<file path="src/abp_cfg.svh">
// Purpose: constants of the audio bus port transport and banking block
// Assumes: 32-bit classic Wishbone, 8-bit register contents in the low bits
// Notes:   byte offsets, field positions and reset values
`ifndef ABP_CFG_SVH
`define ABP_CFG_SVH

// ----------------------------------------------------------------
// sizes
// ----------------------------------------------------------------
`define ABP_NCH          2
`define ABP_SMPW         32
`define ABP_ALIAS_DEV    4'hF
`define ABP_DEV_RESET    4'h0

// ----------------------------------------------------------------
// command address layout (wishbone address bits)
// ----------------------------------------------------------------
`define ABP_SPACE_BIT    15
`define ABP_DEV_MSB      19
`define ABP_DEV_LSB      16

// ----------------------------------------------------------------
// local register byte offsets
// ----------------------------------------------------------------
`define ABP_FRAME_CTL0   8'h00
`define ABP_FRAME_CTL1   8'h04
`define ABP_DEV_NUM      8'h08
`define ABP_STATUS       8'h0C
`define ABP_ARM_CTL      8'h10
`define ABP_ARM_STAT     8'h14
`define ABP_BANK0_BASE   3'h1
`define ABP_BANK1_BASE   3'h2
`define ABP_B_RUN        5'h00
`define ABP_B_INTV_LO    5'h04
`define ABP_B_INTV_HI    5'h08
`define ABP_B_WINDOW     5'h0C
`define ABP_B_OFFSET     5'h10
`define ABP_B_WORDLEN    5'h14
`define ABP_B_PACK       5'h18

// ----------------------------------------------------------------
// reset values
// ----------------------------------------------------------------
`define ABP_FC_RESET     8'h0F
`define ABP_INTV_RESET   16'h0040

`endif

</file>
<file path="src/abp_pkg.sv">
// Purpose: types shared by the transport block and its slot mapper
// Assumes: abp_cfg.svh constants
// Notes:   one banked copy is abp_bank_t
`include "abp_cfg.svh"
package abp_pkg;
  typedef struct packed {
    logic [`ABP_NCH-1:0] run;
    logic [15:0]         interval;
    logic [3:0]          firstCol;
    logic [3:0]          lastCol;
    logic [7:0]          offset;
    logic [4:0]          wordLen;
    logic                packPort;
  } abp_bank_t;

  typedef struct packed {
    logic hit;
    logic bitVal;
  } abp_map_st_t;

  typedef struct packed {
    logic                          clkMeta;
    logic                          clkSync;
    logic                          clkPrev;
    abp_bank_t [1:0]               bank;
    logic [1:0][7:0]               frameCtl;
    logic                          activeBank;
    logic                          pendValid;
    logic                          pendBank;
    logic [3:0]                    devNum;
    logic [`ABP_NCH-1:0]           arm;
    logic [3:0]                    col;
    logic [15:0]                   intervalPos;
    logic [15:0]                   winIdx;
    logic                          slot;
    logic                          inWin;
    logic [`ABP_NCH*`ABP_SMPW-1:0] hold;
    logic                          ack;
    logic                          err;
    logic [31:0]                   datOut;
    logic                          pbReq;
    logic                          pbWe;
    logic [14:0]                   pbAddr;
    logic [7:0]                    pbWdata;
    logic                          linkOut;
    logic                          linkOe;
  } abp_top_st_t;
endpackage

</file>
<file path="src/abp_map_if.sv">
// Purpose: carries active config, slot position and samples to the slot mapper, and its result back
// Assumes: one clock domain, core_clk
// Notes:   top drives the slot side, mapper drives the result
`timescale 1ns/100ps
`include "abp_cfg.svh"
interface abp_map_if;
  import abp_pkg::*;
  abp_bank_t                     cfg;
  logic                          slot;
  logic                          inWin;
  logic [15:0]                   winIdx;
  logic [`ABP_NCH*`ABP_SMPW-1:0] samples;
  abp_map_st_t                   res;
  modport top    (output cfg, output slot, output inWin, output winIdx, output samples,
                  input res);
  modport mapper (input cfg, input slot, input inWin, input winIdx, input samples,
                  output res);
endinterface

</file>
<file path="src/abp_slot_map.sv">
// Purpose: decides whether a window slot carries one of our channel bits
// Assumes: winIdx counts window slots since the start of the sample interval
// Notes:   result holds from one slot pulse to the next
`timescale 1ns/100ps
`include "abp_cfg.svh"
module abp_slot_map (
  input wire logic clk,
  input wire logic rst_n,
  abp_map_if.mapper m
);
  import abp_pkg::*;

  // ----------------------------------------------------------------
  // per channel block placement
  // ----------------------------------------------------------------
  logic [5:0]           blockLen;
  logic [7:0]           rank [`ABP_NCH+1];
  logic [`ABP_NCH-1:0]  hitVec;
  logic [`ABP_NCH-1:0]  bitVec;
  abp_map_st_t          cur;
  abp_map_st_t          next_cur;

  assign blockLen = {1'b0, m.cfg.wordLen} + 6'h01;
  assign rank[0]  = 8'h00;

  genvar c;
  generate
    for (c = 0; c < `ABP_NCH; c++) begin : g_ch
      logic [15:0] start;
      logic [15:0] rel;
      logic [4:0]  bitIdx;
      assign rank[c+1] = rank[c] + {7'h00, m.cfg.run[c]};
      // per-port: enabled channels back to back; per-channel: own block, one slot apart
      assign start = m.cfg.packPort
                     ? 16'(m.cfg.offset) + 16'(rank[c]) * 16'(blockLen)
                     : 16'(m.cfg.offset) + 16'(c) * (16'(blockLen) + 16'h0001);
      assign rel    = m.winIdx - start;
      assign bitIdx = m.cfg.wordLen - rel[4:0];
      assign hitVec[c] = m.cfg.run[c] && (m.winIdx >= start)
                         && (rel < 16'(blockLen));
      assign bitVec[c] = m.samples[c*`ABP_SMPW + int'(bitIdx)];
    end
  endgenerate

  // ----------------------------------------------------------------
  // state
  // ----------------------------------------------------------------
  always_comb begin
    next_cur = cur;
    if (m.slot) begin
      next_cur.hit    = m.inWin && (|hitVec);
      next_cur.bitVal = |(hitVec & bitVec);
    end
  end

  always_ff @(posedge clk or negedge rst_n) begin
    if (!rst_n) begin
      cur <= '0;
    end else begin
      cur <= next_cur;
    end
  end

  assign m.res = cur;
endmodule

</file>
<file path="src/abp_port_top.sv">
// Purpose: slave data port transport, arm/run handshake, address split and banking
// Assumes: frameStart comes from the frame-sync logic on core_clk and marks slot [0,0]
// Notes:   wishbone adr[19:16] is the target device number, adr[15:0] the command address
`timescale 1ns/100ps
`include "abp_cfg.svh"

module abp_port_top (
  input  wire logic                          core_clk,
  input  wire logic                          rstn,
  input  wire logic [19:0]                   wb_adr_i,
  input  wire logic [31:0]                   wb_dat_i,
  output logic      [31:0]                   wb_dat_o,
  input  wire logic                          wb_we_i,
  input  wire logic [3:0]                    wb_sel_i,
  input  wire logic                          wb_cyc_i,
  input  wire logic                          wb_stb_i,
  output logic                               wb_ack_o,
  output logic                               wb_err_o,
  input  wire logic                          linkClk,
  input  wire logic                          frameStart,
  output logic                               linkDataOut,
  output logic                               linkDataOe,
  input  wire logic [`ABP_NCH*`ABP_SMPW-1:0] chSamples,
  input  wire logic [`ABP_NCH-1:0]           chRunning,
  output logic                               pbReq,
  output logic                               pbWe,
  output logic      [14:0]                   pbAddr,
  output logic      [7:0]                    pbWdata,
  input  wire logic                          pbDone
);
  import abp_pkg::*;

  // ----------------------------------------------------------------
  // reset release
  // ----------------------------------------------------------------
  logic [1:0] rstPipe;
  logic       rst_n;

  always_ff @(posedge core_clk or negedge rstn) begin
    if (!rstn) begin
      rstPipe <= 2'h0;
    end else begin
      rstPipe <= {rstPipe[0], 1'b1};
    end
  end
  // the rest of the block leaves reset two edges after the pin
  assign rst_n = rstPipe[1];

  // ----------------------------------------------------------------
  // decode
  // ----------------------------------------------------------------
  abp_top_st_t         cur;
  abp_top_st_t         next_cur;
  abp_map_if           mIf ();
  abp_bank_t           act;
  logic                req;
  logic                paged;
  logic [3:0]          devAddr;
  logic                forUs;
  logic                isAlias;
  logic [7:0]          reg8;
  logic                bankHit;
  logic                bankSel;
  logic [`ABP_NCH-1:0] ready;
  logic [`ABP_NCH-1:0] pending;
  logic                wrLo;
  logic                slotEdge;
  logic                colInWin;

  assign req      = wb_cyc_i && wb_stb_i && !cur.ack && !cur.err;
  assign paged    = wb_adr_i[`ABP_SPACE_BIT];
  assign devAddr  = wb_adr_i[`ABP_DEV_MSB:`ABP_DEV_LSB];
  assign isAlias  = devAddr == `ABP_ALIAS_DEV;
  assign forUs    = devAddr == cur.devNum;
  assign reg8     = wb_adr_i[7:0];
  assign bankHit  = (reg8[7:5] == `ABP_BANK0_BASE) || (reg8[7:5] == `ABP_BANK1_BASE);
  assign bankSel  = reg8[7:5] == `ABP_BANK1_BASE;
  assign wrLo     = wb_we_i && wb_sel_i[0];
  assign act      = cur.bank[cur.activeBank];
  assign ready    = cur.arm & chRunning;
  assign pending  = cur.arm & ~chRunning;
  assign slotEdge = cur.clkSync != cur.clkPrev;
  assign colInWin = (cur.col != 4'h0) && (cur.col >= act.firstCol)
                    && (cur.col <= act.lastCol);

  assign mIf.cfg     = act;
  assign mIf.slot    = cur.slot;
  assign mIf.inWin   = cur.inWin;
  assign mIf.winIdx  = cur.winIdx;
  assign mIf.samples = cur.hold;

  abp_slot_map u_map (
    .clk   (core_clk),
    .rst_n (rst_n),
    .m     (mIf.mapper)
  );

  // ----------------------------------------------------------------
  // next state
  // ----------------------------------------------------------------
  always_comb begin
    next_cur         = cur;
    next_cur.clkMeta = linkClk;
    next_cur.clkSync = cur.clkMeta;
    next_cur.clkPrev = cur.clkSync;
    next_cur.ack     = 1'b0;
    next_cur.err     = 1'b0;
    next_cur.slot    = 1'b0;

    // link: both clock edges advance one bit slot
    if (slotEdge) begin
      next_cur.slot  = 1'b1;
      next_cur.inWin = colInWin;
      if (frameStart) begin
        next_cur.col = 4'h0;
        if (cur.pendValid) begin
          // switch lands on the frame boundary, never mid frame
          next_cur.activeBank  = cur.pendBank;
          next_cur.pendValid   = 1'b0;
          next_cur.intervalPos = 16'h0000;
          next_cur.winIdx      = 16'h0000;
          next_cur.inWin       = 1'b0;
        end
      end else if (cur.col >= cur.frameCtl[cur.activeBank][3:0]) begin
        next_cur.col = 4'h0;
      end else begin
        next_cur.col = cur.col + 4'h1;
      end
      if (!(frameStart && cur.pendValid)) begin
        if (cur.intervalPos + 16'h0001 >= act.interval) begin
          next_cur.intervalPos = 16'h0000;
          next_cur.winIdx      = 16'h0000;
          next_cur.hold        = chSamples;
        end else begin
          next_cur.intervalPos = cur.intervalPos + 16'h0001;
          // count window slots already passed, so the first window slot is index 0
          if (cur.inWin) begin
            next_cur.winIdx = cur.winIdx + 16'h0001;
          end
        end
      end
    end

    // pin: isochronous bits only, driven only in our own slots
    next_cur.linkOut = mIf.res.bitVal;
    next_cur.linkOe  = mIf.res.hit;

    // peripheral bus bridge completion
    if (cur.pbReq && pbDone) begin
      next_cur.pbReq = 1'b0;
    end

    // register bus
    if (req) begin
      next_cur.datOut = 32'h0000_0000;
      if (paged) begin
        if (!forUs) begin
          next_cur.ack = 1'b1;
        end else if (cur.pbReq) begin
          next_cur.err = 1'b1;
        end else begin
          next_cur.ack     = 1'b1;
          next_cur.pbReq   = 1'b1;
          next_cur.pbWe    = wb_we_i;
          next_cur.pbAddr  = wb_adr_i[14:0];
          next_cur.pbWdata = wb_dat_i[7:0];
        end
      end else begin
        next_cur.ack = 1'b1;
        // slave_control_port registers sit below the data port
        if ((reg8 == `ABP_FRAME_CTL0 || reg8 == `ABP_FRAME_CTL1)
            && (forUs || isAlias)) begin
          if (wrLo) begin
            next_cur.frameCtl[reg8[2]] = wb_dat_i[7:0];
            next_cur.pendValid         = 1'b1;
            next_cur.pendBank          = reg8[2];
          end
          next_cur.datOut = {24'h0, cur.frameCtl[reg8[2]]};
        end else if (forUs) begin
          case (reg8)
            `ABP_DEV_NUM: begin
              if (wrLo) begin
                next_cur.devNum = wb_dat_i[3:0];
              end
              next_cur.datOut = {28'h0, cur.devNum};
            end
            `ABP_STATUS: begin
              next_cur.datOut = {28'h0, cur.pbReq, cur.pendBank, cur.pendValid,
                                 cur.activeBank};
            end
            `ABP_ARM_CTL: begin
              if (wrLo) begin
                next_cur.arm = wb_dat_i[`ABP_NCH-1:0];
              end
              next_cur.datOut = 32'(cur.arm);
            end
            `ABP_ARM_STAT: begin
              next_cur.datOut = 32'({pending, 4'h0} | {4'h0, ready});
            end
            default: begin
              if (bankHit) begin
                next_cur.datOut = bankRead(cur.bank[bankSel], reg8[4:0]);
                if (wrLo) begin
                  next_cur.bank[bankSel] = bankWrite(cur.bank[bankSel], reg8[4:0],
                                                     wb_dat_i[7:0]);
                end
              end
            end
          endcase
        end
      end
    end
  end

  // ----------------------------------------------------------------
  // banked field access
  // ----------------------------------------------------------------
  function automatic logic [31:0] bankRead(input abp_bank_t b, input logic [4:0] f);
    logic [31:0] r;
    r = 32'h0000_0000;
    case (f)
      `ABP_B_RUN:     r = 32'(b.run);
      `ABP_B_INTV_LO: r = {24'h0, b.interval[7:0]};
      `ABP_B_INTV_HI: r = {24'h0, b.interval[15:8]};
      `ABP_B_WINDOW:  r = {24'h0, b.lastCol, b.firstCol};
      `ABP_B_OFFSET:  r = {24'h0, b.offset};
      `ABP_B_WORDLEN: r = {27'h0, b.wordLen};
      `ABP_B_PACK:    r = {31'h0, b.packPort};
      default:        r = 32'h0000_0000;
    endcase
    return r;
  endfunction

  function automatic abp_bank_t bankWrite(input abp_bank_t b, input logic [4:0] f,
                                          input logic [7:0] d);
    abp_bank_t r;
    r = b;
    case (f)
      `ABP_B_RUN:     r.run            = d[`ABP_NCH-1:0];
      `ABP_B_INTV_LO: r.interval[7:0]  = d;
      `ABP_B_INTV_HI: r.interval[15:8] = d;
      `ABP_B_WINDOW:  {r.lastCol, r.firstCol} = d;
      `ABP_B_OFFSET:  r.offset         = d;
      `ABP_B_WORDLEN: r.wordLen        = d[4:0];
      `ABP_B_PACK:    r.packPort       = d[0];
      default:        r = b;
    endcase
    return r;
  endfunction

  // ----------------------------------------------------------------
  // state register
  // ----------------------------------------------------------------
  always_ff @(posedge core_clk or negedge rst_n) begin
    if (!rst_n) begin
      cur                   <= '0;
      cur.devNum            <= `ABP_DEV_RESET;
      cur.frameCtl          <= {`ABP_FC_RESET, `ABP_FC_RESET};
      cur.bank[0].interval  <= `ABP_INTV_RESET;
      cur.bank[1].interval  <= `ABP_INTV_RESET;
    end else begin
      cur <= next_cur;
    end
  end

  // ----------------------------------------------------------------
  // outputs, all straight from the state register
  // ----------------------------------------------------------------
  assign wb_dat_o    = cur.datOut;
  assign wb_ack_o    = cur.ack;
  assign wb_err_o    = cur.err;
  assign linkDataOut = cur.linkOut;
  assign linkDataOe  = cur.linkOe;
  assign pbReq       = cur.pbReq;
  assign pbWe        = cur.pbWe;
  assign pbAddr      = cur.pbAddr;
  assign pbWdata     = cur.pbWdata;
endmodule

</file>
<file path="config.mk">
export PLATFORM = sky130hd
export DESIGN_NAME = abp_port_top
export DESIGN_NICKNAME = d
export VERILOG_FILES = /design/src/abp_pkg.sv /design/src/abp_map_if.sv /design/src/abp_slot_map.sv /design/src/abp_port_top.sv
export VERILOG_INCLUDE_DIRS = /design/src
export SDC_FILE = /design/constraint.sdc
export NUM_CORES = 1
export LEC_CHECK = 0
export BUFFER_PORTS_ARGS = -buffer_cell sky130_fd_sc_hd__buf_4
export CORE_ASPECT_RATIO = 1.5
export CORE_MARGIN = 4
export CORE_UTILIZATION = 55
export CTS_BUF_LIST = sky130_fd_sc_hd__clkbuf_8
export DETAILED_ROUTE_END_ITERATION = 6
export GPL_ROUTABILITY_DRIVEN = 0
export MAX_ROUTING_LAYER = met4
export PLACE_DENSITY = 0.74
export SLEW_MARGIN = 20
export SYNTH_ARGS = -nofsm -noshare
export SYNTH_HDL_FRONTEND = slang
export SYNTH_SLANG_ARGS = --single-unit
</file>
<file path="constraint.sdc">
create_clock -name core_clk -period 11.4 [get_ports core_clk]
set_input_delay 0 -clock core_clk [delete_from_list [all_inputs] [get_ports core_clk]]
set_output_delay 0 -clock core_clk [all_outputs]
set_load 0.05 [all_outputs]
</file>
Yosys cells after proc, flatten, opt, wreduce, memory -nomap -nowiden
Cells that the tools add are included.
Widths: inputs -> output; s select.
{ "totals": {"ff_bits": 275, "in_bits": 130, "output_inout_bits": 61, "word_cells": 250} }
{ "op_classes": {"n_addsub": 12, "mul": 1, "n_lt_le_gt_ge": 15, "n_eq_ne": 18, "n_mux": 117, "bitwise_logic": 10, "reduce_logical": 35} }
{ "op_table": {"columns": ["cell", "count"], "rows": [
  ["$mux 8", 41],
  ["$mux 40", 5],
  ["$mux 32", 4],
  ["$mux 64", 2],
  ["$bwmux 80", 1],
  ["$mux 25", 3],
  ["$mux 66", 1],
  ["$mux 59", 1],
  ["$pmux 8 s7", 1],
  ["$demux 40 s1", 1],
  ["$mux 5", 8],
  ["$add 16x1->16 const B", 2],
  ["$ge 16x16->1", 2],
  ["$lt 16x6->1", 2],
  ["$lt 32x8->1 const B", 1],
  ["$mux 16", 2],
  ["$pmux 8 s4", 1],
  ["$mux 2", 12],
  ["$mux 4", 6],
  ["$mux 1", 22],
  ["$add 8x16->16", 1],
  ["$bwmux 16", 1],
  ["$eq 8x4->1 const B", 2],
  ["$eq 8x5->1 const B", 2],
  ["45 further kinds", 84]
]} }

Logic depth before layout (Yosys ltp)
Gate-level depths: netlist (run 1).
{ "depth": {"word_depth": 14, "ltp_mapped": 26, "mapped_depth_nobuf": 25} }

Hierarchy
From an unflattened synthesis (run 1), not the netlist that was laid out.
{ "hier_totals": {"hier_cells": 1463, "area_unflattened_um2": 15862.7} }
{ "by_module_without_submodules": {"columns": ["module", "instances", "cells_each", "area_each_um2", "seq_area_each_um2"], "rows": [
  ["abp_port_top", 1, 1080, 12767.2, 6243.5],
  ["abp_slot_map", 1, 383, 3095.5, 50.0]
]} }

Least setup slack after synthesis (run 1)
Ideal clock, no wire load.
{ "synth_path": {"kind": "flip-flop to flip-flop", "start": "register cur[171] (netlist name)", "end": "register u_map.cur, in the netlist u_map.m.res[0]", "setup_time_ps": 65, "t_arrival_ps": 5167, "required_ps": 11335, "path_slack_ps": 6168, "stages_incl_launch_ff": 27, "n_path_buf": 1, "synth_period_minus_slack_ps": 5232, "path_cell_list": "dfrtp_1 -> clkbuf_1 -> mux2i_1 -> inv_1 -> ha_1 -> xor2_1 -> or3_1 -> xnor2_1 -> o22ai_1 -> ha_1 -> inv_1 -> o21ai_0 -> xnor2_1 -> ha_1 -> o2111ai_1 -> nand3_1 -> nor2_1 -> xnor2_1 -> ha_1 -> nand3_1 -> nor2_1 -> a2111oi_0 -> nand4_1 -> a211oi_1 -> o2111ai_1 -> nor2_1 -> o22a_1"} }
{ "synth_between": {"elab_chain_len": 14, "elab_cells_between_ends": 28, "cone_classes": "9 x add/sub; 1 x mul; 4 x order compare; 8 x mux; 1 x bitwise; 5 x reduce/logical"} }
{ "synth_rtl": {"columns": ["item", "line_no", "source"], "rows": [
  ["start: declaration", "abp_port_top.sv:52", "abp_top_st_t cur;"],
  ["start signal: assignment", "abp_port_top.sv:262", "cur <= next_cur;"],
  ["$mux 40 (implied by the code) (*) (2 in series)", "abp_port_top.sv:79", "assign act = cur.bank[cur.activeBank];"],
  ["$add 5x1->6", "abp_slot_map.sv:23", "assign blockLen = {1'b0, m.cfg.wordLen} + 6'h01;"],
  ["$mul 1x6->7 or $add 6x1->7 (tied branches)", null, null],
  ["$add 8x14->15 or $add 8x16->16 (tied branches)", "abp_slot_map.sv:35, abp_slot_map.sv:36", null],
  ["$mux 16", "abp_slot_map.sv:35", "? 16'(m.cfg.offset) + 16'(rank[c]) * 16'(blockLen)"],
  ["$sub 16x16->16", "abp_slot_map.sv:37", "assign rel = m.winIdx - start;"],
  ["$sub 5x5->5", "abp_slot_map.sv:38", "assign bitIdx = m.cfg.wordLen - rel[4:0];"],
  ["$add 6x5->7", "abp_slot_map.sv:41", "assign bitVec[c] = m.samples[c*`ABP_SMPW + int'(bitIdx)];"],
  ["$bmux 1 s6", "abp_slot_map.sv:41", null],
  ["$mux 1 (2 in series)", "abp_slot_map.sv:41", null],
  ["$and 2x2->2 (*)", "abp_slot_map.sv:52", "next_cur.bitVal = |(hitVec & bitVec);"],
  ["$reduce_or 2->1 (*)", "abp_slot_map.sv:52", null],
  ["end signal: assignment", "abp_slot_map.sv:60", "cur <= next_cur;"],
  ["end: declaration", "abp_slot_map.sv:20", "abp_map_st_t cur;"]
]} }
Mark *: on every way between the ends. The rest lies on a longest branch, timed or not. The select of a mux whose other input is x is not followed.
A chain may end at the register's enable or synchronous reset.

Final worst setup path (run 1)
Ends and elaborated chain as after synthesis.

==> metrics, run 1 <==
layout cells sized above 1 0.279; die extent in x 143 microns; vias per std cell a little over 6; htree depth 2; cells after synthesis 1359; synthesized area 15000 sq um; CTS tree yes; Port-buffer cells 139; DP HPWL 26800 microns; Async SR Flop Fraction 1.00; Nets 1765; critical path arrival 6540 ps; worst slew pin tran about 970 ps; Syn Area/Cell 11.1 sq um; commonest non-fill, non-tap cell in the layout dfrtp_1; Slew HR 0.351; Seq/Total Area, Yosys 0.419; initial core utilization 0.562; post-layout util 0.665; DR WL/cell 21.0 microns; Crit. End Element register; final slew viol count 0; PostCTS Resize Cnt 0; worst-path fanout max 46; Clock Path Buffers 3; 1st-pass router iterations 5; WS Path Type register to register; DR vias 11700; die height 210 microns; M3 GR Usage 0.0377; CTS Root Cell clkbuf_8; Core Rows 73; M1 GR Usage 0.319; Clock transition at path regs 70 ps; Hold Violations, Final 0; Top Usage Layer GRT met2; post-route setup TNS 0 ps; DRC violations left 0; Starting DRT DRC Count 902; die area 30100 sq um; Num CTS Buffers 40; most frequent cells in the layout 239 x dfrtp_1, 176 x mux2_2, 150 x buf_4; CP Launch Type register; ys flop type dfrtp_1; Setup Skew 30.7 ps; GRT Util Overall 0.275; Leak 8.21 nW; number of global-route vias before repair between 10000 and 15000; first-pass GRT wire length 63700 microns; total core area about 27000 sq um; Hold Crit Class input port to register; EDFF count, synth 0; I/O Pins 191; shortest period the worst path allows 6040 ps; Tot Pwr 2.34 mW; initial antenna violation count 1; Yosys cell types 76; Final setup viols 0; YS warnings 0; Area Overhead vs Synth 18.3%; CTS Hold Buffers Added 94; maxcap violations 0; post-CTS setup buffer count 0; Clk Latency, worst-skew pair 570 ps; Overflow after GRT 0; FMAX 166 MHz; Peak VDD IR 0.119 mV; outcome finished clean; largest net degree at the start of global routing 78; met2 usage 0.479; flops & latches, synth 251; Final period util 0.530; clock sink count around 250; power per cell area roughly 130 nW/um^2; final wirelength 40300 microns; Detail Route Antenna Nets 0; RSZ-0062 raised after global routing false; WP data required 11900 ps
## routing by layer
layer | vias to the layer above | wire length, microns
li1 | 5308 | -
met1 | 5856 | 15200
met2 | 436 | 21400
met3 | 125 | 2020
met4 | 0 | 1700
met5 | - | 0
## cells in the mapped netlist (4+ instances only)
| cell | number | area [sq um] |
|---|---|---|
| fa_1 | 5 | 100 |
| nand4_1 | 20 | 125 |
| xnor2_1 | 34 | 298 |
| a22oi_1 | 16 | 120 |
| buf_2 | 13 | 65.1 |
| clkbuf_1 | 37 | 139 |
| mux2i_1 | 73 | 731 |
| o31ai_1 | 6 | 45.0 |
| or2_2 | 5 | 31.3 |
| nor2b_1 | 14 | 87.6 |
| mux2_2 | 176 | 1980 |
| a32oi_1 | 5 | 43.8 |
| buf_4 | 57 | 428 |
| dfrtp_1 | 241 | 6030 |
| nor2_1 | 54 | 203 |
| dfstp_2 | 10 | 263 |
| a21oi_1 | 45 | 225 |
| a31oi_1 | 6 | 37.5 |
| and3_1 | 9 | 56.3 |
| ha_1 | 77 | 963 |
| a21o_1 | 17 | 128 |
| inv_1 | 43 | 161 |
| a22o_1 | 24 | 210 |
| o31a_1 | 5 | 43.8 |
| o22ai_1 | 38 | 238 |
| mux4_2 | 21 | 473 |
| o21ai_0 | 47 | 235 |
| and2_1 | 4 | 25.0 |
| or4_1 | 5 | 37.5 |
| or3_1 | 4 | 25.0 |
| nand2b_1 | 12 | 75.1 |
| xor2_1 | 15 | 131 |
| a31o_2 | 4 | 35.0 |
| buf_1 | 6 | 22.5 |
| nand3_1 | 36 | 180 |
| nor3_1 | 12 | 60.1 |
| and4_1 | 8 | 70.1 |
| nand2_1 | 93 | 349 |
## through the flow
step | hold WS (ps) | cell area (sq um) | worst slack (ps) | instances
after floorplan | -296 | 15100 | 3900 | 1383
after global placement | -216 | 16000 | 5490 | 1753
after detailed placement | -216 | 16000 | 5400 | 1753
after CTS | 2.53 | 17800 | 5360 | 1919
after global routing | 38.2 | 17800 | 4850 | 1921
final | 36.2 | 17800 | 5360 | 1921
## flip-flops by register name, indices dropped and copies added, names as in the netlist, 2 cells and up
signal	cells
u_map.m.res	2
pbAddr	15
mIf.samples	64
wb_dat_o	8
cur	128
mIf.winIdx	16
pbWdata	8
rstPipe	2
## cell families (layout without fill, tap and decap cells)
kind of cell / count (synthesis) / count (layout) / share of synthesized area
other: 2 / 27 / 0.000500
xor gates and xnor gates: 49 / 49 / 0.0286
adders and majority gates: 82 / 82 / 0.0708
muxes: 273 / 273 / 0.214
DFF: 251 / 251 / 0.419
buffers and inverters: 161 / 361 / 0.0571
and+or+nand+nor: 294 / 294 / 0.100
AOI/OAI and AO/OA: 247 / 247 / 0.110
## path summary, 6_finish.rpt
path,startpoint,to,cells after the start,slack (ps)
max,cur[171]$_DFFE_PN0P_,u_map.m.res[0]$_DFFE_PN0P_,26,5360
min,wb_sel_i[0],cur[163]$_DFFE_PN0P_,4,40
max reg2reg,cur[171]$_DFFE_PN0P_,u_map.m.res[0]$_DFFE_PN0P_,26,5360
min reg2reg,rstPipe[1]$_DFF_PN0_,mIf.samples[46]$_DFFE_PN0P_,0,320
max in group asynchronous,rstPipe[1]$_DFF_PN0_,cur[171]$_DFFE_PN0P_,3,9030
min in group asynchronous,rstPipe[1]$_DFF_PN0_,mIf.samples[46]$_DFFE_PN0P_,0,320
## layout make-up
type | count | area (sq um)
well taps | 337 | 422
clock inverters | 21 | 118
inverters | 44 | 165
flip-flops and latches | 251 | 6300
diodes | 1 | 2.50
multi-input cells | 971 | 7990
repair buffers | 245 | 2090
clock buffers | 51 | 702
fillers | 2008 | 8970
## power by group
group | switching (mW) | internal, mW | total, mW
registers | 0.0743 | 1.00 | 1.07
logic | 0.241 | 0.234 | 0.475
clock network | 0.369 | 0.426 | 0.795
total | 0.685 | 1.66 | 2.34
## critical path: stages, from the launching register on
cell	delay [ps]
dfrtp_2	390
buf_4	630
mux2i_1	260
buf_4	180
inv_1	80
ha_1	200
xor2_1	230
or3_1	390
xnor2_1	150
o22ai_1	100
ha_1	290
inv_1	60
o21ai_0	270
xnor2_1	160
ha_1	290
o21a_1	130
o31a_1	130
a21oi_1	310
ha_1	320
nand3_1	130
nor2_1	70
a2111oi_0	380
nand4_1	150
a211oi_1	200
o2111ai_1	200
nor2_1	150
o22a_1	120
No activity file was read; power rests on OpenSTA's default activity.
==> inputs of run 2 (changes only) <==
PLACE_DENSITY = 0.77   (was 0.74)
clock period = 5.47 ns   (was 11.4 ns; I/O delays follow)
==> run 2 against run 1 <==
  * Wire length is 0.17% higher
  * Critical endpoint unchanged
  * Largest cell class unchanged
  * Critical path depth fell by 3
  * Fmax is 18% higher
==> metrics, run 2 (synthesized netlist as in run 1, its figures left out) <==
pre-CTS setup slack 189 ps (was 5400 ps); Min Hold Slack 37.3 ps (was 36.2 ps); most frequent cells in the layout 239 x dfrtp_1, 176 x mux2_2, 160 x buf_4 (was 239 x dfrtp_1, 176 x mux2_2, 150 x buf_4); Area Overhead vs Synth 19.9% (was 18.3%); diode count 0 (was 1); Slew HR 0.374 (was 0.351); worst-path fanout max 8 (was 46); initial core utilization 0.562 (unchanged); Clock transition at path regs 70 ps (about the same); Starting DRT DRC Count 837 (was 902); outcome finished clean (unchanged); Cells after DPL 1762 (was 1753); Leak 8.31 nW (was 8.21 nW); Final setup viols 0 (unchanged); die extent in x 143 microns (unchanged); first-pass GRT wire length 64700 microns (was 63700 microns); R2R Setup Slk 330 ps (was 5360 ps); max FFs per register 128 (unchanged); final slew viol count 0 (unchanged); Top reg by flops cur (unchanged); CTS tree yes (unchanged); Final period util 0.939 (was 0.530); FMAX 195 MHz (was 166 MHz); Clk Latency, worst-skew pair 570 ps (about the same); DP HPWL 26600 microns (was 26800 microns); DR WL/cell 20.9 microns (was 21.0 microns); Overflow after GRT 0 (unchanged); DR vias 11700 (about the same); Crit. End Element register (unchanged); die height 210 microns (unchanged); worst slew pin tran 938 ps (was 970 ps); CP Launch Type register (unchanged); critical path arrival 5630 ps (was 6540 ps); Detail Route Antenna Nets 0 (unchanged); clock sink count 251 (unchanged); GRT Util Overall 0.277 (was 0.275); 1st-pass router iterations 5 (unchanged); DRC violations left 0 (unchanged); shortest period the worst path allows 5140 ps (was 6040 ps); die area 30100 sq um (unchanged); power per cell area 286 nW/um^2 (was 132 nW/um^2); fin cells 1932 (was 1921); Hold Violations, Final 0 (unchanged); total core area 26800 sq um (unchanged); Port-buffer cells 139 (unchanged); I/O Pins 191 (unchanged); final wirelength 40300 microns (about the same); Core Rows 73 (unchanged); Setup Skew 18.3 ps (was 30.7 ps); vias per std cell 6.05 (was 6.10); Nets 1775 (was 1765); number of global-route vias before repair 12300 (was 12000); maxcap violations 0 (unchanged); CTS Root Cell clkbuf_8 (unchanged); WP data required 5960 ps (was 11900 ps); largest net degree at the start of global routing 105 (was 78); commonest non-fill, non-tap cell in the layout dfrtp_1 (unchanged); layout cells sized above 1 0.293 (was 0.279); htree depth 2 (unchanged); initial antenna violation count 0 (was 1); final worst slack 333 ps (was 5360 ps); WS Path Type register to register (unchanged); Clock Path Buffers 3 (unchanged); Peak VDD IR 0.266 mV (was 0.119 mV); Hold Crit Class input port to register (unchanged); Num CTS Buffers 40 (unchanged)
-- run 2: cell count changes in the layout (fill, tap and decap cells not counted), moves of 2 or more --
cell / before / now
clkbuf_8: 51 / 49
clkinv_2: 3 / 10
inv_1: 58 / 50
buf_4: 150 / 160
o21ai_0: 47 / 45
bufinv_16: 1 / 6
mux2i_2: 0 / 3
mux2i_1: 73 / 70
-- run 2: worst paths after layout --
kind	startpoint	end	cells after the start
max reg2reg	cur[171]$_DFFE_PN0P_	u_map.m.res[0]$_DFFE_PN0P_	23
max in group asynchronous	rstPipe[1]$_DFF_PN0_	pbAddr[1]$_DFFE_PN0P_	1
min in group asynchronous	rstn	rstPipe[0]$_DFF_PN0_	3
min reg2reg	cur[270]$_DFF_PN0_	cur[269]$_DFF_PN0_	0
min	wb_sel_i[0]	cur[164]$_DFFE_PN0P_	4
max	cur[171]$_DFFE_PN0P_	u_map.m.res[0]$_DFFE_PN0P_	23
-- run 2: worst max-delay path, stage by stage (launching register included) --
cell and delay, ps:
dfrtp_2 480, buf_4 160, buf_4 170, mux2i_2 200
inv_1 140, nand3_1 110, xnor2_1 530, xor2_1 200
o22ai_1 110, ha_1 350, xnor2_1 150, ha_1 370
o21a_1 130, o31a_1 120, a21oi_1 250, ha_1 300
nand3_1 120, nor2_1 70, a2111oi_2 320, nand4_1 130
a211oi_1 190, o2111ai_1 190, nor2_1 140, o22a_1 140
-- run 2: stage by stage --
stage | utilization | setup TNS, ps | instance area [sq um] | total power [mW]
floorplan | - | 0 | 15100 | 2.93
global placement | 0.601 | 0 | 16100 | 3.14
detailed placement | 0.601 | 0 | 16100 | 3.18
CTS | 0.671 | 0 | 18000 | 5.13
global route | 0.673 | -10.4 | 18000 | 5.34
finish | 0.673 | 0 | 18000 | 5.15
-- run 2: routing by layer --
metal  GRT usage  routed length [microns]  vias up
met5           -                        0        -
met4       0.119                     1730        0
met3      0.0429                     2260      128
met2       0.472                    21300      417
met1       0.322                    15000     5820
li1            -                        -     5325
-- run 2: layout make-up --
cell class	instances	area [sq um]
timing repair buffer	255	2160
inverter	44	165
clock buffer	49	674
sequential	251	6300
fill	1976	8740
tap	337	422
multi-input combinational	971	8030
clock inverter	25	269
-- run 2: timing repair --
item                                    4_1_cts  5_1_grt
hold endpoints to repair                    208        0
endpoints found under the setup margin        0        2
setup buffers                                 0        2
hold buffers                                 94        0
gates resized for setup                       0       11
-- run 2: power by group --
part | total, mW | leakage [nW] | switching, mW | internal, mW
registers | 2.23 | 3.29 | 0.151 | 2.08
logic | 1.01 | 4.50 | 0.504 | 0.504
clock network | 1.91 | 0.523 | 0.802 | 1.10
total | 5.15 | 8.31 | 1.46 | 3.69
